$ cat src/logic/fmp_consts.svh
`ifndef FMP_CONSTS_SVH
`define FMP_CONSTS_SVH
// ************
// command codes
// ************
`define FMP_CMD_ENTER_4B     8'hB7
`define FMP_CMD_EXIT_4B      8'hE9
`define FMP_CMD_DPD          8'hB9
`define FMP_CMD_RELEASE      8'hAB
`define FMP_CMD_QUAD_ON      8'h35
`define FMP_CMD_QUAD_OFF     8'hF5
`define FMP_CMD_CRC          8'h9B
`define FMP_CMD_CRC_SUB      8'h27
`define FMP_CMD_CRC_RANGE    8'hFE
`define FMP_CMD_READBACK     8'h96
`define FMP_CMD_RST_EN       8'h66
`define FMP_CMD_RST          8'h99
`define FMP_CMD_SUSPEND      8'h75
`define FMP_CRC_SEQ_BYTES    5'h13
`define FMP_CRC_POLY         64'h42F0E1EBA9EA3693
`define FMP_DIE_BIT          26
// ************
// timing
// ************
`define FMP_CLK_PERIOD_NS    10
`define FMP_T_DP_NS          3000
`define FMP_T_RDP_NS         30000
`define FMP_T_RST_NS         40000
`define FMP_TMR_W            13
`define FMP_DP_CYC  ((`FMP_T_DP_NS + `FMP_CLK_PERIOD_NS - 1) / `FMP_CLK_PERIOD_NS)
`define FMP_RDP_CYC ((`FMP_T_RDP_NS + `FMP_CLK_PERIOD_NS - 1) / `FMP_CLK_PERIOD_NS)
`define FMP_RST_CYC ((`FMP_T_RST_NS + `FMP_CLK_PERIOD_NS - 1) / `FMP_CLK_PERIOD_NS)
// ************
// register map
// ************
`define FMP_REG_STATUS       5'h00
`define FMP_REG_FLAG         5'h04
`define FMP_REG_CRC_LO       5'h08
`define FMP_REG_CRC_HI       5'h0C
`define FMP_REG_CTRL         5'h10
`define FMP_ST_BUSY_BIT      0
`define FMP_ST_ADDR4_BIT     1
`define FMP_ST_QUAD_BIT      2
`define FMP_ST_DPD_BIT       3
`define FMP_FL_ABORT_BIT     1
`define FMP_FL_SUSP_BIT      2
`define FMP_FL_FAIL_BIT      4
`define FMP_FL_READY_BIT     7
`define FMP_CTRL_EN_BIT      0
`define FMP_CTRL_RESET       1'h1
`endif

$ cat src/logic/fmp_pkg.sv
`default_nettype none
package fmp_pkg;
  typedef enum logic [2:0] {
    st_standby = 3'b000,
    st_dpd_in  = 3'b001,
    st_dpd     = 3'b010,
    st_dpd_out = 3'b011,
    st_recover = 3'b100,
    st_fetch   = 3'b101,
    st_shift   = 3'b110,
    st_done    = 3'b111
  } fmp_state_t;
endpackage : fmp_pkg
`default_nettype wire

$ cat src/logic/fmp_spi_if.sv
`timescale 1ns/1ps
`default_nettype none
interface fmp_spi_if;
  logic       cs_active;
  logic       cs_rise;
  logic       byte_stb;
  logic [7:0] byte_data;
  logic       partial;
  logic [3:0] tx_idx;
  logic       tx_en;
  logic [7:0] tx_data;
  modport rx  (output cs_active, cs_rise, byte_stb, byte_data, partial, tx_idx,
               input tx_en, tx_data);
  modport top (input cs_active, cs_rise, byte_stb, byte_data, partial, tx_idx,
               output tx_en, tx_data);
endinterface : fmp_spi_if
`default_nettype wire

$ cat src/logic/fmp_cmd_top.sv
// Design decisions made here: register access over Avalon-MM and the register offsets.
`timescale 1ns/1ps
`default_nettype none
`include "fmp_consts.svh"
// ************
// Contract
// - B7h/E9h switch four/three-byte addressing immediately.
// - reset and exit give three-byte addressing.
// - B9h at exact eighth bit, delayed entry.
// - power-down refused while write busy.
// - power-down ignores all but release/reset.
// - extra clocks after ABh void release.
// - release completes after delay, chip select high.
// - resets also leave power-down after recovery.
// - 35h/F5h switch quad protocol immediately.
// - CRC-64 ECMA, zero seed, lsb first.
// - latch ignored; end below start aborts.
// - byte granular range within one die.
// - mismatch sets flag bit four.
// - suspend sets bit two, cleared at end.
// - any reset aborts running check.
// - failed result kept, read via 96h.
// - readback cleared at start and reset.
// - readback from first byte, zeros beyond.
// - chip select rise starts the check.
// ************
module fmp_cmd_top (
  input  wire logic        mclk_in,
  input  wire logic        srst_in,
  input  wire logic        chip_select_n_in,
  input  wire logic        serial_clock_in,
  input  wire logic [3:0]  serial_data_lines_in,
  output logic      [3:0]  serial_data_lines_out,
  output logic      [3:0]  serial_data_lines_oe_out,
  input  wire logic        hw_reset_n_in,
  input  wire logic        write_busy_in,
  output logic             mem_rd_out,
  output logic      [31:0] mem_addr_out,
  input  wire logic [7:0]  mem_data_in,
  input  wire logic        mem_valid_in,
  output logic             addr4_out,
  output logic             quad_out,
  output logic             dpd_out,
  output logic             busy_out,
  input  wire logic [4:0]  avs_address_in,
  input  wire logic        avs_read_in,
  input  wire logic        avs_write_in,
  input  wire logic [31:0] avs_writedata_in,
  input  wire logic [3:0]  avs_byteenable_in,
  output logic      [31:0] avs_readdata_out,
  output logic             avs_waitrequest_out
);
  fmp_pkg::fmp_state_t       state;
  logic [`FMP_TMR_W-1:0]     timer;
  logic                      hrst_m;
  logic                      hrst_s;
  logic [4:0]                nbytes;
  logic [7:0]                cmd_q;
  logic                      cmd_ok;
  logic                      hdr_ok;
  logic                      rst_en;
  logic [127:0]              seq;
  logic [63:0]               readback;
  logic                      fl_abort;
  logic                      fl_susp;
  logic                      fl_fail;
  logic                      spi_en;
  logic                      crc_run;
  logic [63:0]               crc_val;

  // ************
  // serial front end
  // ************
  fmp_spi_if sp ();

  fmp_spi_rx u_rx (
    .mclk_in     (mclk_in),
    .srst_in     (srst_in),
    .cs_n_in     (chip_select_n_in),
    .sclk_in     (serial_clock_in),
    .dq_in       (serial_data_lines_in),
    .quad_in     (quad_out),
    .sp          (sp.rx),
    .data_out    (serial_data_lines_out),
    .data_oe_out (serial_data_lines_oe_out)
  );

  // ************
  // hardware reset pin synchroniser
  // ************
  always_ff @(posedge mclk_in) begin
    if (srst_in) begin
      hrst_m <= 1'b1;
      hrst_s <= 1'b1;
    end else begin
      hrst_m <= hw_reset_n_in;
      hrst_s <= hrst_m;
    end
  end

  // ************
  // state decode
  // ************
  wire st_idle  = state == fmp_pkg::st_standby;
  wire st_pd    = state == fmp_pkg::st_dpd;
  wire st_crc   = (state == fmp_pkg::st_fetch) || (state == fmp_pkg::st_shift);
  wire st_end   = state == fmp_pkg::st_done;
  wire tmr_last = timer == `FMP_TMR_W'(1);

  // ************
  // command decode
  // ************
  wire [7:0] rx_byte = sp.byte_data;
  wire first_stb  = sp.byte_stb && (nbytes == 5'h00);
  wire is_rst_cmd = (rx_byte == `FMP_CMD_RST_EN) || (rx_byte == `FMP_CMD_RST);
  wire pd_cmd     = (rx_byte == `FMP_CMD_RELEASE) || is_rst_cmd;
  wire run_cmd    = (rx_byte == `FMP_CMD_SUSPEND) || is_rst_cmd;
  wire accept     = spi_en && (st_idle || (st_pd && pd_cmd) || (st_crc && run_cmd));
  wire take       = first_stb && accept;
  wire exact1     = (nbytes == 5'h01) && !sp.partial;
  wire fin        = sp.cs_rise && cmd_ok;

  wire go_dpd  = fin && exact1 && (cmd_q == `FMP_CMD_DPD) && st_idle && !write_busy_in;
  wire go_rel  = fin && exact1 && (cmd_q == `FMP_CMD_RELEASE) && st_pd;
  wire sw_rst  = fin && exact1 && (cmd_q == `FMP_CMD_RST) && rst_en;
  wire hw_rst  = !hrst_s;
  wire any_rst = hw_rst || sw_rst;

  // ************
  // crc sequence decode
  // ************
  wire        seq_byte = sp.byte_stb && cmd_ok && (cmd_q == `FMP_CMD_CRC) && (nbytes != 5'h00);
  wire [63:0] exp_crc  = seq[63:0];
  wire [31:0] start_a  = seq[95:64];
  wire [31:0] end_a    = seq[127:96];
  wire seq_full  = fin && st_idle && (cmd_q == `FMP_CMD_CRC) && hdr_ok &&
                   (nbytes == `FMP_CRC_SEQ_BYTES) && !sp.partial;
  wire range_bad = (end_a < start_a) || (end_a[`FMP_DIE_BIT] != start_a[`FMP_DIE_BIT]);
  wire crc_go    = seq_full && !range_bad;
  wire crc_abort = seq_full && range_bad;
  wire crc_mis   = crc_val != exp_crc;
  wire susp_req  = take && (rx_byte == `FMP_CMD_SUSPEND) && st_crc;
  wire crc_load  = (state == fmp_pkg::st_fetch) && mem_valid_in;

  fmp_crc64 u_crc (
    .mclk_in  (mclk_in),
    .srst_in  (srst_in),
    .clear_in (crc_go),
    .load_in  (crc_load),
    .byte_in  (mem_data_in),
    .busy_out (crc_run),
    .crc_out  (crc_val)
  );

  // ************
  // frame tracking
  // ************
  always_ff @(posedge mclk_in) begin
    if (srst_in || sp.cs_rise) begin
      nbytes <= 5'h00;
      hdr_ok <= 1'b0;
      cmd_ok <= (srst_in) ? 1'b0 : cmd_ok;
      cmd_q  <= (srst_in) ? 8'h00 : cmd_q;
    end else if (sp.byte_stb) begin
      if (nbytes != 5'h1F) nbytes <= nbytes + 5'h01;
      if (first_stb) begin
        cmd_q  <= rx_byte;
        cmd_ok <= accept;
      end
      if (nbytes == 5'h01) hdr_ok <= rx_byte == `FMP_CMD_CRC_SUB;
      if (nbytes == 5'h02) hdr_ok <= hdr_ok && (rx_byte == `FMP_CMD_CRC_RANGE);
    end
  end

  always_ff @(posedge mclk_in) begin
    if (srst_in) begin
      seq <= 128'h0;
    end else if (seq_byte && (nbytes >= 5'h03) && (nbytes < `FMP_CRC_SEQ_BYTES)) begin
      seq <= {rx_byte, seq[127:8]};
    end
  end

  // ************
  // mode bits
  // ************
  always_ff @(posedge mclk_in) begin
    if (srst_in || any_rst) begin
      addr4_out <= 1'b0;
      quad_out  <= 1'b0;
      rst_en    <= 1'b0;
    end else begin
      if (take && (rx_byte == `FMP_CMD_ENTER_4B)) addr4_out <= 1'b1;
      if (take && (rx_byte == `FMP_CMD_EXIT_4B)) addr4_out <= 1'b0;
      if (take && (rx_byte == `FMP_CMD_QUAD_ON)) quad_out <= 1'b1;
      if (take && (rx_byte == `FMP_CMD_QUAD_OFF)) quad_out <= 1'b0;
      if (fin) rst_en <= exact1 && (cmd_q == `FMP_CMD_RST_EN);
    end
  end

  // ************
  // readback register
  // ************
  always_ff @(posedge mclk_in) begin
    if (srst_in || !sp.cs_active) begin
      sp.tx_en <= 1'b0;
    end else if (take && (rx_byte == `FMP_CMD_READBACK)) begin
      sp.tx_en <= 1'b1;
    end
  end

  wire [7:0] rb_sel = readback[{sp.tx_idx[2:0], 3'b000} +: 8];
  assign sp.tx_data = sp.tx_idx[3] ? 8'h00 : rb_sel;

  always_ff @(posedge mclk_in) begin
    if (srst_in || any_rst || crc_go) begin
      readback <= 64'h0;
    end else if (st_end && crc_mis) begin
      readback <= crc_val;
    end
  end

  // ************
  // flag status, set wins over clear
  // ************
  wire wr_go     = avs_write_in && !avs_waitrequest_out && avs_byteenable_in[0];
  wire flag_wr   = wr_go && (avs_address_in == `FMP_REG_FLAG);
  wire ctrl_wr   = wr_go && (avs_address_in == `FMP_REG_CTRL);
  wire clr_abort = flag_wr && avs_writedata_in[`FMP_FL_ABORT_BIT];
  wire clr_fail  = flag_wr && avs_writedata_in[`FMP_FL_FAIL_BIT];

  always_ff @(posedge mclk_in) begin
    if (srst_in || any_rst) begin
      fl_abort <= 1'b0;
      fl_fail  <= 1'b0;
      fl_susp  <= 1'b0;
    end else begin
      fl_abort <= crc_abort || (fl_abort && !clr_abort);
      fl_fail  <= (st_end && crc_mis) || (fl_fail && !clr_fail);
      fl_susp  <= susp_req || (fl_susp && !st_end);
    end
  end

  always_ff @(posedge mclk_in) begin
    if (srst_in) begin
      spi_en <= `FMP_CTRL_RESET;
    end else if (ctrl_wr) begin
      spi_en <= avs_writedata_in[`FMP_CTRL_EN_BIT];
    end
  end

  // ************
  // main sequencer
  // ************
  always_ff @(posedge mclk_in) begin
    if (srst_in) begin
      state        <= fmp_pkg::st_standby;
      timer        <= `FMP_TMR_W'(0);
      dpd_out      <= 1'b0;
      busy_out     <= 1'b0;
      mem_rd_out   <= 1'b0;
      mem_addr_out <= 32'h0;
    end else if (any_rst) begin
      state      <= fmp_pkg::st_recover;
      timer      <= `FMP_TMR_W'(`FMP_RST_CYC);
      busy_out   <= 1'b0;
      mem_rd_out <= 1'b0;
    end else begin
      case (state)
        fmp_pkg::st_standby: begin
          if (go_dpd) begin
            state <= fmp_pkg::st_dpd_in;
            timer <= `FMP_TMR_W'(`FMP_DP_CYC);
          end else if (crc_go) begin
            state        <= fmp_pkg::st_fetch;
            mem_addr_out <= start_a;
            mem_rd_out   <= 1'b1;
            busy_out     <= 1'b1;
          end
        end
        fmp_pkg::st_dpd_in: begin
          timer <= timer - `FMP_TMR_W'(1);
          if (tmr_last) begin
            state   <= fmp_pkg::st_dpd;
            dpd_out <= 1'b1;
          end
        end
        fmp_pkg::st_dpd: begin
          if (go_rel) begin
            state <= fmp_pkg::st_dpd_out;
            timer <= `FMP_TMR_W'(`FMP_RDP_CYC);
          end
        end
        fmp_pkg::st_dpd_out: begin
          timer <= timer - `FMP_TMR_W'(1);
          if (tmr_last) begin
            state   <= fmp_pkg::st_standby;
            dpd_out <= 1'b0;
          end
        end
        fmp_pkg::st_recover: begin
          timer <= timer - `FMP_TMR_W'(1);
          if (tmr_last) begin
            state   <= fmp_pkg::st_standby;
            dpd_out <= 1'b0;
          end
        end
        fmp_pkg::st_fetch: begin
          if (mem_valid_in) begin
            mem_rd_out <= 1'b0;
            state      <= fmp_pkg::st_shift;
          end
        end
        fmp_pkg::st_shift: begin
          if (!crc_run) begin
            if (mem_addr_out == end_a) begin
              state <= fmp_pkg::st_done;
            end else begin
              mem_addr_out <= mem_addr_out + 32'h1;
              mem_rd_out   <= 1'b1;
              state        <= fmp_pkg::st_fetch;
            end
          end
        end
        fmp_pkg::st_done: begin
          busy_out <= 1'b0;
          state    <= fmp_pkg::st_standby;
        end
        default: begin
          state <= fmp_pkg::st_standby;
        end
      endcase
    end
  end

  // ************
  // avalon slave, one wait cycle
  // ************
  wire [31:0] status_word = (32'(busy_out) << `FMP_ST_BUSY_BIT) |
                            (32'(addr4_out) << `FMP_ST_ADDR4_BIT) |
                            (32'(quad_out) << `FMP_ST_QUAD_BIT) |
                            (32'(dpd_out) << `FMP_ST_DPD_BIT);
  wire [31:0] flag_word   = (32'(!busy_out) << `FMP_FL_READY_BIT) |
                            (32'(fl_fail) << `FMP_FL_FAIL_BIT) |
                            (32'(fl_susp) << `FMP_FL_SUSP_BIT) |
                            (32'(fl_abort) << `FMP_FL_ABORT_BIT);
  wire [31:0] rd_word =
    (avs_address_in == `FMP_REG_STATUS) ? status_word :
    (avs_address_in == `FMP_REG_FLAG)   ? flag_word :
    (avs_address_in == `FMP_REG_CRC_LO) ? readback[31:0] :
    (avs_address_in == `FMP_REG_CRC_HI) ? readback[63:32] :
    (avs_address_in == `FMP_REG_CTRL)   ? (32'(spi_en) << `FMP_CTRL_EN_BIT) :
    32'h0;

  always_ff @(posedge mclk_in) begin
    if (srst_in) begin
      avs_waitrequest_out <= 1'b1;
      avs_readdata_out    <= 32'h0;
    end else if ((avs_read_in || avs_write_in) && avs_waitrequest_out) begin
      avs_waitrequest_out <= 1'b0;
      if (avs_read_in) avs_readdata_out <= rd_word;
    end else begin
      avs_waitrequest_out <= 1'b1;
    end
  end

endmodule : fmp_cmd_top
`default_nettype wire

$ cat src/logic/fmp_crc64.sv
`timescale 1ns/1ps
`default_nettype none
`include "fmp_consts.svh"
module fmp_crc64 (
  input  wire logic        mclk_in,
  input  wire logic        srst_in,
  input  wire logic        clear_in,
  input  wire logic        load_in,
  input  wire logic [7:0]  byte_in,
  output wire logic        busy_out,
  output logic      [63:0] crc_out
);
  logic [7:0]  sh;
  logic [3:0]  cnt;
  logic        fb;
  logic [63:0] next_crc;
  // ************
  // one bit per cycle, lsb first
  // ************
  assign fb       = crc_out[63] ^ sh[0];
  assign next_crc = {crc_out[62:0], 1'b0} ^ ({64{fb}} & `FMP_CRC_POLY);
  assign busy_out = cnt != 4'h0;
  always_ff @(posedge mclk_in) begin
    if (srst_in || clear_in) begin
      crc_out <= 64'h0;
      cnt     <= 4'h0;
      sh      <= 8'h00;
    end else if (load_in) begin
      sh  <= byte_in;
      cnt <= 4'h8;
    end else if (busy_out) begin
      crc_out <= next_crc;
      sh      <= {1'b0, sh[7:1]};
      cnt     <= cnt - 4'h1;
    end
  end
endmodule : fmp_crc64
`default_nettype wire

$ cat src/logic/fmp_spi_rx.sv
`timescale 1ns/1ps
`default_nettype none
module fmp_spi_rx (
  input  wire logic       mclk_in,
  input  wire logic       srst_in,
  input  wire logic       cs_n_in,
  input  wire logic       sclk_in,
  input  wire logic [3:0] dq_in,
  input  wire logic       quad_in,
  fmp_spi_if.rx           sp,
  output logic      [3:0] data_out,
  output logic      [3:0] data_oe_out
);
  logic       cs_m, cs_s, cs_q;
  logic       ck_m, ck_s, ck_q;
  logic [3:0] dq_m, dq_s;
  logic [7:0] sh;
  logic [2:0] bcnt;
  logic [2:0] tcnt;
  logic       rise, fall;
  // ************
  // pin synchronisers and edges
  // ************
  always_ff @(posedge mclk_in) begin
    if (srst_in) begin
      cs_m <= 1'b1;
      cs_s <= 1'b1;
      cs_q <= 1'b1;
      ck_m <= 1'b0;
      ck_s <= 1'b0;
      ck_q <= 1'b0;
      dq_m <= 4'h0;
      dq_s <= 4'h0;
    end else begin
      cs_m <= cs_n_in;
      cs_s <= cs_m;
      cs_q <= cs_s;
      ck_m <= sclk_in;
      ck_s <= ck_m;
      ck_q <= ck_s;
      dq_m <= dq_in;
      dq_s <= dq_m;
    end
  end
  assign rise         = ck_s & ~ck_q & ~cs_s;
  assign fall         = ~ck_s & ck_q & ~cs_s;
  assign sp.cs_active = ~cs_s;
  assign sp.partial   = bcnt != 3'h0;
  // ************
  // byte assembly
  // ************
  always_ff @(posedge mclk_in) begin
    if (srst_in || (cs_s && cs_q)) begin
      bcnt        <= 3'h0;
      sh          <= 8'h00;
      sp.byte_stb <= 1'b0;
      sp.cs_rise  <= 1'b0;
      if (srst_in) sp.byte_data <= 8'h00;
    end else if (cs_s) begin
      sp.byte_stb <= 1'b0;
      sp.cs_rise  <= 1'b1;
    end else begin
      sp.byte_stb <= 1'b0;
      sp.cs_rise  <= 1'b0;
      if (rise && quad_in) begin
        sh   <= {sh[3:0], dq_s};
        bcnt <= bcnt + 3'h4;
        if (bcnt == 3'h4) begin
          sp.byte_stb  <= 1'b1;
          sp.byte_data <= {sh[3:0], dq_s};
        end
      end else if (rise) begin
        sh   <= {sh[6:0], dq_s[0]};
        bcnt <= bcnt + 3'h1;
        if (bcnt == 3'h7) begin
          sp.byte_stb  <= 1'b1;
          sp.byte_data <= {sh[6:0], dq_s[0]};
        end
      end
    end
  end
  // ************
  // readback shifter, falling edges
  // ************
  always_ff @(posedge mclk_in) begin
    if (srst_in || cs_s || !sp.tx_en) begin
      tcnt        <= 3'h0;
      sp.tx_idx   <= 4'h0;
      data_oe_out <= 4'h0;
      data_out    <= 4'h0;
    end else if (fall) begin
      if (quad_in) begin
        data_out    <= (tcnt == 3'h0) ? sp.tx_data[7:4] : sp.tx_data[3:0];
        data_oe_out <= 4'hF;
        tcnt        <= tcnt + 3'h4;
      end else begin
        data_out    <= {2'h0, sp.tx_data[3'h7 - tcnt], 1'b0};
        data_oe_out <= 4'h2;
        tcnt        <= tcnt + 3'h1;
      end
      if (((tcnt == 3'h4) && quad_in) || (tcnt == 3'h7)) begin
        if (sp.tx_idx != 4'hF) sp.tx_idx <= sp.tx_idx + 4'h1;
      end
    end
  end
endmodule : fmp_spi_rx
`default_nettype wire
$ cat config.mk
export PLATFORM = sky130hd
export DESIGN_NAME = fmp_cmd_top
export DESIGN_NICKNAME = d
export VERILOG_FILES = /design/src/logic/fmp_pkg.sv /design/src/logic/fmp_spi_if.sv /design/src/logic/fmp_cmd_top.sv /design/src/logic/fmp_crc64.sv /design/src/logic/fmp_spi_rx.sv
export VERILOG_INCLUDE_DIRS = /design/src /design/src/logic
export SDC_FILE = /design/constraint.sdc
export NUM_CORES = 1
export LEC_CHECK = 0
export BUFFER_PORTS_ARGS = -buffer_cell sky130_fd_sc_hd__buf_2
export CORE_MARGIN = 8
export CORE_UTILIZATION = 61
export CTS_CLUSTER_DIAMETER = 80
export DETAILED_ROUTE_END_ITERATION = 10
export MAX_ROUTING_LAYER = met4
export PLACE_DENSITY = 0.8
export SETUP_SLACK_MARGIN = 0.05
export SLEW_MARGIN = 20
export SYNTH_ARGS = -nofsm -noshare
export SYNTH_HDL_FRONTEND = slang
export SYNTH_HIERARCHICAL = 1
export SYNTH_SLANG_ARGS = --single-unit
$ cat constraint.sdc
create_clock -name mclk_in -period 3.1 [get_ports mclk_in]
set_input_delay 0.775 -clock mclk_in [delete_from_list [all_inputs] [get_ports mclk_in]]
set_output_delay 0.775 -clock mclk_in [all_outputs]
set_load 0.05 [all_outputs]
## Word-level counts from Yosys, hierarchy flattened

Index checks and enable logic that the tools add are counted.

| word-level totals | value |
|---|---|
| flip-flop bits (word level) | 426 |
| bits of input ports | 62 |
| output and inout port bits | 78 |

| operators by class | value |
|---|---|
| $add $sub $neg | 10 |
| magnitude comparators | 4 |
| eq/ne operators | 61 |
| shifts and indexed selects | 1 |
| multiplexer cells | 71 |
| bitwise gates (word level) | 17 |
| reductions and logical operators | 124 |

Operator list:

| kind | count |
|---|---|
| $mux 32 | 8 |
| $mux 8 | 13 |
| $eq 8x8->1 const B | 11 |
| $ne 64x64->1 | 1 |
| $pmux 32 s2 | 1 |
| $shiftx 64x7->8 | 1 |
| $xor 64x63->64 | 1 |
| $logic_and 1x1->1 | 51 |
| $pmux 13 s3 | 1 |
| $mux 3 | 11 |
| $add 32x1->32 const B | 1 |
| $eq 32x32->1 | 1 |
| $lt 32x32->1 | 1 |
| $mux 13 | 2 |
| $eq 3x3->1 const B | 8 |
| $eq 8x7->1 const B | 3 |
| $reduce_and 6->1 | 4 |
| $mux 1 | 21 |
| $pmux 3 s7 | 1 |
| $logic_or 1x1->1 | 20 |
| $mux 4 | 5 |
| $eq 8x6->1 const B | 2 |
| $ne 2x2->1 const B | 8 |
| $reduce_bool 2->1 | 8 |
| other kinds (53) | 104 |

## Logic depth before layout (Yosys ltp)

Gate-level depths: netlist of the first run.

| logic depth | value |
|---|---|
| depth after elaboration | 11 |
| depth in mapped cells | 13 |
| mapped depth without buffers | 11 |

## Modules after synthesis

Netlist of the first run, hierarchy kept.

Modules (own cells, without submodules):

| module | times used | cells an instance | area each (µm²) | sequential area each (µm²) |
|---|---|---|---|---|
| fmp_cmd_top | 1 | 1842 | 15223.4 | 6115.9 |
| fmp_crc64 | 1 | 385 | 3316.9 | 1521.5 |
| fmp_spi_rx | 1 | 207 | 2035.7 | 1021.0 |

## Worst setup path after synthesis of the first run

No wires, ideal clock.

| path | value |
|---|---|
| kind | register -> register |
| start point | reg seq[87] |
| end point | reg u_crc.cnt[1] |
| library setup time | 0.103 ns |
| arrival time | 2.493 ns |
| path slack | 0.503 ns |
| cell stages (with the launch flop) | 12 |
| path buffers | 1 |
| cell sequence | dfxtp_1 -> inv_1 -> ha_1 -> a21oi_1 -> o21ai_0 -> a221oi_1 -> a31oi_1 -> o21ai_1 -> inv_1 -> or2_2 -> clkbuf_1 -> a2111oi_2 |

| on the way | value |
|---|---|
| word-level cells in the longest chain between the ends | 6 |

RTL lines:

| item | line | RTL |
|---|---|---|
| from (decl) | fmp_cmd_top.sv:62 | `logic [127:0] seq;` |
| from (signal assigned) | fmp_cmd_top.sv:179 | `seq <= {rx_byte, seq[127:8]};` |
| $lt 32x32->1 | fmp_cmd_top.sv:138 | `` wire range_bad = (end_a < start_a) \|\| (end_a[`FMP_DIE_BIT] != start_a[`FMP_DIE_BIT]); `` |
| $logic_or 1x1->1 | fmp_cmd_top.sv:138 |  |
| $logic_not 1->1 | fmp_cmd_top.sv:139 | `wire crc_go = seq_full && !range_bad;` |
| $logic_and 1x1->1 | fmp_cmd_top.sv:139 |  |
| via crc_go | fmp_cmd_top.sv:139 |  |
| $logic_or 1x1->1 | fmp_crc64.sv:24 | `if (srst_in \|\| clear_in) begin` |
| $reduce_or 2->1 (no line) | n/a |  |
| to (signal assigned) | fmp_crc64.sv:34 | `cnt <= cnt - 4'h1;` |
| to (decl) | fmp_crc64.sv:14 | `logic [3:0] cnt;` |

The timed path passes the listed nets, and every way through them passes these cells.
A chain may end at the register's enable or synchronous reset.

## Worst setup path after layout of the first run

| path | value |
|---|---|
| start point | reg seq[94] |
| end point | reg mem_addr_out[25] |

| on the way | value |
|---|---|
| word-level cells in the longest chain between the ends | 6 |

RTL lines:

| item | line | RTL |
|---|---|---|
| $lt 32x32->1 | fmp_cmd_top.sv:138 |  |
| $logic_or 1x1->1 | fmp_cmd_top.sv:138 |  |
| $logic_not 1->1 | fmp_cmd_top.sv:139 |  |
| $logic_and 1x1->1 | fmp_cmd_top.sv:139 |  |
| $ne 2x1->1 (no line) | n/a |  |
| $reduce_and 6->1 (no line) | n/a |  |
| to (signal assigned) | fmp_cmd_top.sv:275 | `mem_addr_out <= start_a;` |
| to (signal assigned) | fmp_cmd_top.sv:318 | `mem_addr_out <= mem_addr_out + 32'h1;` |
| to (decl) | fmp_cmd_top.sv:38 | `output logic [31:0] mem_addr_out,` |

Every way passes these cells.

==> metrics.md, run 1 <==
| Metric | Value |
|---|---|
| DRC violations left | 0 |
| Area of the mapped netlist | 20600 µm² |
| Worst r2r src | seq[94] |
| Clock Latency Late Sink | 0.56 ns |
| Post-CTS setup buffers | 0 |
| Total CTS buffers | 44 |
| FFs w/ async S/R, synth | 0% |
| DR vias/cell | 6.20 |
| Die area | 39900 µm² |
| Clock Sinks | 424 |
| Initial antenna violation count | 0 |
| Mean Syn Cell Area | 8.45 µm² |
| RSZ-0062 raised after global routing | no |
| Setup CP Type | reg -> reg |
| Crit start category | flop |
| R2R setup slack | 0.26 ns |
| Post-Syn Instances | 2434 |
| Clk slew on worst S/H paths | 0.06 ns |
| Port bufs | 107 |
| R2R cell count | 11 |
| Most used DFF post-synth | dfxtp_1 |
| Max Freq | 352 MHz |
| Post-synth EDFFs | 17 |
| Worst reg2reg endpoint | mem_addr_out[25] |
| Syn nets | 2544 |
| Die H | 200 µm |
| Die Width | 200 µm |
| Final Hold Vio Count | 0 |
| TritonCTS clock tree | yes |
| Post-synth top area share | 39.6% |
| Detailed Place HPWL | 41.8 mm |
| Critical Path AT | 3.27 ns |
| Simple-gate share of the synthesized area | 20.3% |
| Effective utilization at floorplan | 61.7% |
| Final Instance Area | 23100 µm² |
| Leak | 8.82 nW |
| Non-filler cells, final | 2954 |
| Number of global-route vias before repair | 17300 |
| RePlAce Congestion | 0.987 |
| Final Setup Violations | 0 |
| Hold_ws | 0.413 ns |
| Dpl cells | 2873 |
| Fin. max-slew vios | 0 |
| GRT Residual Overflow | 0 |
| Worst setup startpoint | seq[94] |
| N_diodes | 0 |
| Max_cap viols | 0 |
| Post_cts resized | 0 |
| Final period util | 91.7% |
| Synth area leaders | dfxtp_1, nand2_1, a21oi_1, mux2i_1, xor2_1 |
| Worst Path Required | 3.52 ns |
| First-pass GRT wire length | 95.1 mm |
| Layout cell share with drive strength beyond 1 | 13.1% |
| Avg WL per Cell | 20.4 µm |
| Worst setup EP type | flop |
| Register area share after synthesis | 42.1% |
| Antenna viol nets, final | 0 |
| Worst Tran Pin Value | 0.846 ns |
| GRT Overall Usage | 30.6% |
| Synth area leader | dfxtp_1 |
| Max VDD drop | 0.000434 V |
| I/O pin count | 140 |
| Cell variety after synth | 90 |
| Vias | 18300 |
| Crit path time final | 2.84 ns |
| Outcome | finished clean |
| Yosys warnings | 6 |
| Slew margin rel. | 42.9% |
| Clock Skews | 0.0144 ns |
| Largest net degree at the start of global routing | 129 |
| Compound-Gate Fraction of Synth Area | 14.7% |
| Rows | 67 |
| Min-Delay Path Class | reg -> reg |
| Post-CTS Hold Buffers | 0 |
| Mux share of post-synthesis cell area | 7.86% |
| XOR/XNOR Fraction of Synth Area | 6.21% |
| Placement Cell Area | 21500 µm² |
| Critical Path Sink | mem_addr_out[25] |
| Clk root buf | clkbuf_16 |
| Final WL | 60.4 mm |
| Detailed Routing Iterations Pass 1 | 8 |
| Fin nets | 2581 |
| Core area | 33400 µm² |
| Max Root-Sink Buffers | 3 |
| Synth Register Bits | 424 |
| DRT iter0 DRCs | 1983 |
| PwrDens | 544 nW/µm² |
| TNS Setup | 0 ns |
| Area Growth Syn to Fin | 12.0% |
| H-tree levels | 2 |
| Crit path max fanout | 8 |
| Adder-cell area share of the yosys netlist | 2.92% |
| Largest family of logic cells by synthesized area | simple AND/OR/NAND/NOR gates |
## cells in the final DEF, fill, tap and decap left out, drive strengths merged, types with 8 or more instances in the layout
| master | netlist | final |
|---|---|---|
| nor4 | 42 | 42 |
| a2111oi | 8 | 8 |
| nor2 | 215 | 215 |
| nand3 | 70 | 70 |
| or2 | 11 | 11 |
| o31ai | 16 | 16 |
| and2 | 12 | 12 |
| nand2b | 11 | 11 |
| mux4 | 16 | 16 |
| o22ai | 36 | 36 |
| o32ai | 10 | 10 |
| o21ai | 74 | 74 |
| o311ai | 12 | 12 |
| xor2 | 130 | 130 |
| a211oi | 11 | 11 |
| ha | 48 | 48 |
| nor3 | 40 | 40 |
| nand4 | 27 | 27 |
| buf | 91 | 191 |
| dfxtp | 407 | 407 |
| nor2b | 24 | 24 |
| xnor2 | 15 | 15 |
| clkbuf | 109 | 66 |
| and3 | 14 | 14 |
| a31oi | 20 | 20 |
| inv | 64 | 67 |
| a21oi | 257 | 257 |
| nand2 | 397 | 397 |
| mux2i | 121 | 121 |
| edfxtp | 17 | 17 |
## power by group
group	internal (mW)	switching (mW)	total (mW)
logic	0.397	0.904	1.30
clock network	3.31	2.23	5.54
registers	5.58	0.114	5.69
## cell families after synthesis
| logic type | after synthesis |
|---|---|
| AOI/OAI and AO/OA | 505 |
| xor gates and xnor gates | 145 |
| adders and majority gates | 48 |
| buffers and inverters | 264 |
| DFF | 424 |
| muxes | 141 |
| and+or+nand+nor | 907 |
## worst max-delay path, stage by stage (launching register included)
cell and delay, ns:
dfxtp_1 0.35, inv_1 0.07, ha_1 0.32, nand4_1 0.19, nor4_4 0.38, nand4_1 0.18, a41o_1 0.26, and3_4 0.20
buf_4 0.16, buf_4 0.16, o311ai_0 0.32, o31ai_1 0.11
## layout make-up
type                            instances  area [µm²]
Multi-Input combinational cell       1746       10800
Tap cell                              448         561
Inverter                               64         240
Clock buffer                           66        1340
Sequential cell                       424        8660
Clock inverter                         15         190
Fill cell                            2706       10300
Timing Repair Buffer                  191        1280
## cells in the mapped netlist, types with 27 or more instances
cell type and number:
dfxtp_1 407, nor4_1 38, xor2_1 130, clkbuf_1 104
o21ai_0 72, inv_1 63, o22ai_1 36, nor3_1 38
buf_2 35, mux2i_1 121, a21oi_1 257, ha_1 48
nor2_1 215, nand4_1 27, buf_4 42, nand3_1 68
nand2_1 397
## worst min-delay path by stage
stage | endpoint | slack (ns) | from | cells after the start
after floorplan | hrst_s | 0.39 | hrst_m | 1
after global placement | u_rx/cs_s | 0.40 | u_rx/cs_m | 1
after detailed placement | u_rx/cs_s | 0.40 | u_rx/cs_m | 1
after CTS | hrst_m | 0.40 | hw_reset_n_in | 2
after global routing | u_rx/cs_m | 0.41 | chip_select_n_in | 2
final | u_rx/cs_s | 0.41 | u_rx/cs_m | 1
## through the flow
stage / setup WS [ns] / power (mW) / utilization (%)
CTS: 0.0540 / 12.5 / 69.0
detailed placement: 0.104 / 7.06 / 64.4
global route: 0.0491 / 12.9 / 69.1
global placement: 0.209 / 7.02 / 64.4
finish: 0.259 / 12.5 / 69.1
floorplan: 0.503 / 6.71 / -
## sequential cells by signal (all words and copies together) (netlist names), 2 cells and up
register / cells
seq: 128
readback: 64
u_crc/crc_out: 64
avs_readdata_out: 32
mem_addr_out: 32
timer: 13
cmd_q: 8
u_crc/sh: 8
u_rx/sp.byte_data: 8
u_rx/sh: 7
nbytes: 5
u_crc/cnt: 4
u_rx/data_out: 4
u_rx/dq_m: 4
u_rx/dq_s: 4
u_rx/sp.tx_idx: 4
state: 3
u_rx/bcnt: 3
u_rx/tcnt: 3
u_rx/data_oe_out: 2
## routing by layer
metal  share of wire (%)  global-route usage [%]  vias to the layer above
li1                    -                       -                     8546
met1                  40                    38.4                     8753
met2                  47                    48.7                      838
met3                 7.8                    4.77                      176
met4                 4.5                    13.5                        0
met5                   0                       -                        -
Power figures use the tool's default switching activity.
==> run 2, diff against run 1 <==
BUFFER_PORTS_ARGS = default   (was -buffer_cell sky130_fd_sc_hd__buf_2)
CORE_MARGIN = 4   (was 8)
CORE_UTILIZATION = 50   (was 61)
DONT_BUFFER_PORTS = 1   (was default)
PLACE_DENSITY = default   (was 0.8)
==> run 2 against run 1 <==
Net effect: setup slack got worse by 0.080 ns; hold slack got worse by 0.14 ns; final cell count increased by 0.51%; global-route usage decreased by 3.0 points; core utilization decreased by 13 points; highest routed layer unchanged; register-to-register slack got worse by 0.08 ns.
==> metrics.md, run 2 (same netlist as run 1, synthesis figures left out) <==
| Metric | Value |
|---|---|
| Port bufs | 0 (was 107) |
| Total CTS buffers | 46 (was 44) |
| Antenna viol nets, final | 0 (unchanged) |
| Crit start category | flop (unchanged) |
| Setup CP Type | reg -> reg (unchanged) |
| Max Freq | 342 MHz (was 352 MHz) |
| GRT Residual Overflow | 0 (unchanged) |
| Post-CTS Hold Buffers | 0 (unchanged) |
| Fin. max-slew vios | 0 (unchanged) |
| Outcome | finished clean (unchanged) |
| Clock power share | 43.0% (was 44.2%) |
| Layout cell share with drive strength beyond 1 | 10.1% (was 13.1%) |
| Reg power frac | 46.8% (was 45.4%) |
| Reg area | 8660 µm² (unchanged) |
| Final WL | 61.6 mm (was 60.4 mm) |
| Sw frac | 26.6% (was 25.9%) |
| Rows | 74 (was 67) |
| Critical Path Sink | mem_addr_out[1] (was mem_addr_out[25]) |
| Leak | 8.40 nW (was 8.82 nW) |
| Die H | 211 µm (was 200 µm) |
| RePlAce Congestion | 0.901 (was 0.987) |
| Worst Path Required | 3.51 ns (was 3.52 ns) |
| Largest net degree at the start of global routing | 224 (was 129) |
| DRT iter0 DRCs | 1746 (was 1983) |
| Biggest regs | seq x128, readback x64, u_crc/crc_out x64 (unchanged) |
| H-tree levels | 2 (unchanged) |
| Placement Cell Area | 21300 µm² (was 21500 µm²) |
| Commonest non-fill, non-tap cells in the layout | dfxtp_1, nand2_1, a21oi_1, nor2_1, xor2_1 (unchanged) |
| Worst reg2reg endpoint | mem_addr_out[1] (was mem_addr_out[25]) |
| Crit path max fanout | 8 (unchanged) |
| Worst setup margin | 0.179 ns (was 0.259 ns) |
| Final Hold Vio Count | 0 (unchanged) |
| Metal3 WL | 3.92 mm (was 4.74 mm) |
| DR vias/cell | 5.90 (was 6.20) |
| Final Instance Area | 22800 µm² (was 23100 µm²) |
| DP Worst Slack | 0.168 ns (was 0.104 ns) |
| Metal2 WL | 28.8 mm (was 28.5 mm) |
| GRT Overall Usage | 27.6% (was 30.6%) |
| Slew margin rel. | 49.5% (was 42.9%) |
| Metal-1 WL | 27.4 mm (was 24.4 mm) |
| Worst r2r src | nbytes[0] (was seq[94]) |
| Fill count | 3771 (was 2706) |
| Worst setup startpoint | nbytes[0] (was seq[94]) |
| Max Root-Sink Buffers | 3 (unchanged) |
| Int Pwr | 8.93 mW (was 9.29 mW) |
| Comb power frac | 10.2% (was 10.4%) |
| Clk root buf | clkbuf_16 (unchanged) |
| Min-Delay Path Class | in -> reg (was reg -> reg) |
| Top Layer Used | met4 (unchanged) |
| Clock Latency Late Sink | 0.59 ns (was 0.56 ns) |
| Max_cap viols | 0 (unchanged) |
| Critical Path AT | 3.33 ns (was 3.27 ns) |
| Effective utilization at floorplan | 50.5% (was 61.7%) |
| Vias | 17500 (was 18300) |
| TritonCTS clock tree | yes (unchanged) |
| Sw Pwr | 3.24 mW (was 3.25 mW) |
| DRC violations left | 0 (unchanged) |
| TNS Setup | 0 ns (unchanged) |
| Final period util | 94.2% (was 91.7%) |
| Core area | 40700 µm² (was 33400 µm²) |
| Initial antenna violation count | 0 (unchanged) |
| Worst Tran Pin Value | 0.757 ns (was 0.846 ns) |
| Multi-input gate area | 10800 µm² (unchanged) |
| Clock Skews | 0.0271 ns (was 0.0144 ns) |
| Die Width | 211 µm (was 200 µm) |
| Clock Sinks | 424 (unchanged) |
| Max VDD drop | 0.000474 V (was 0.000434 V) |
| R2R cell count | 8 (was 11) |
| Post_cts resized | 0 (unchanged) |
| Fin nets | 2512 (was 2581) |
| Avg WL per Cell | 20.8 µm (was 20.4 µm) |
| Area Growth Syn to Fin | 10.8% (was 12.0%) |
| Detailed Routing Iterations Pass 1 | 6 (was 8) |
| Most common cell after layout, fill and taps aside | dfxtp_1 (unchanged) |
| Number of global-route vias before repair | 16400 (was 17300) |
| Clk slew on worst S/H paths | 0.06 ns (about the same) |
| PwrDens | 534 nW/µm² (was 544 nW/µm²) |
| Crit path time final | 2.92 ns (was 2.84 ns) |
| Worst setup EP type | flop (unchanged) |
| Final Setup Violations | 0 (unchanged) |
| Post-CTS setup buffers | 0 (unchanged) |
| Die area | 44500 µm² (was 39900 µm²) |
| I/O pin count | 140 (unchanged) |
| Detailed Place HPWL | 43.6 mm (was 41.8 mm) |
| RSZ-0062 raised after global routing | yes (was no) |
| Top reg by flops | seq (unchanged) |
| R2R setup slack | 0.18 ns (was 0.26 ns) |
| First-pass GRT wire length | 95.8 mm (was 95.1 mm) |
| Largest register FFs | 128 (unchanged) |
run 2: layer usage:
layer	GRT usage (%)	up-vias
met5	-	-
met4	7.76	0
met1	38.3	8451
met2	43.0	570
met3	3.27	94
li1	-	8394
run 2: power groups by stage:
stage	Combinational, mW	Sequential, mW	Clock [mW]
detailed placement	1.22	5.81	0
floorplan	0.938	5.77	0
global route	1.33	5.70	5.57
finish	1.24	5.70	5.22
CTS	1.22	5.69	5.33
global placement	1.20	5.81	0
run 2: critical path, cell delays in order, from the launching register on:
cell and delay (ns):
dfxtp_1 0.46, ha_1 0.29, nor4b_2 0.21, and4_1 0.34, nand4_1 0.17, a41o_1 0.26, and3_2 0.23, nor2_1 0.58
a311oi_1 0.22
run 2: through the flow:
stage               power [mW]  std cells  hold WS, ns  util (%)
floorplan                 6.71       2434        0.389         -
global placement          7.01       2886        0.401      52.4
detailed placement        7.03       2886        0.405      52.4
CTS                       12.2       2968        0.235      55.9
global route              12.6       2968        0.248      55.9
finish                    12.2       2969        0.271      55.9
run 2: area by class of cell:
cell class | instances | area share, %
Clock buffer | 73 | 5.85
Antenna cell | 1 | 0.0110
Timing Repair Buffer | 120 | 4.45
Sequential cell | 424 | 38.0
Tap cell | 532 | 2.92
Multi-Input combinational cell | 1746 | 47.3
Inverter | 64 | 1.05
Clock inverter | 9 | 0.406
run 2: worst min-delay path by stage:
stage          slack (ns)  cells after the start    start              endpoint
2_1_floorplan        0.39                      1   hrst_m                hrst_s
3_3_place_gp         0.40                      1   hrst_m                hrst_s
3_5_place_dp         0.40                      1   hrst_m                hrst_s
4_1_cts              0.23                      1  srst_in  avs_readdata_out[10]
5_1_grt              0.25                      1  srst_in   avs_readdata_out[8]
6_report             0.27                      1  srst_in  avs_readdata_out[10]
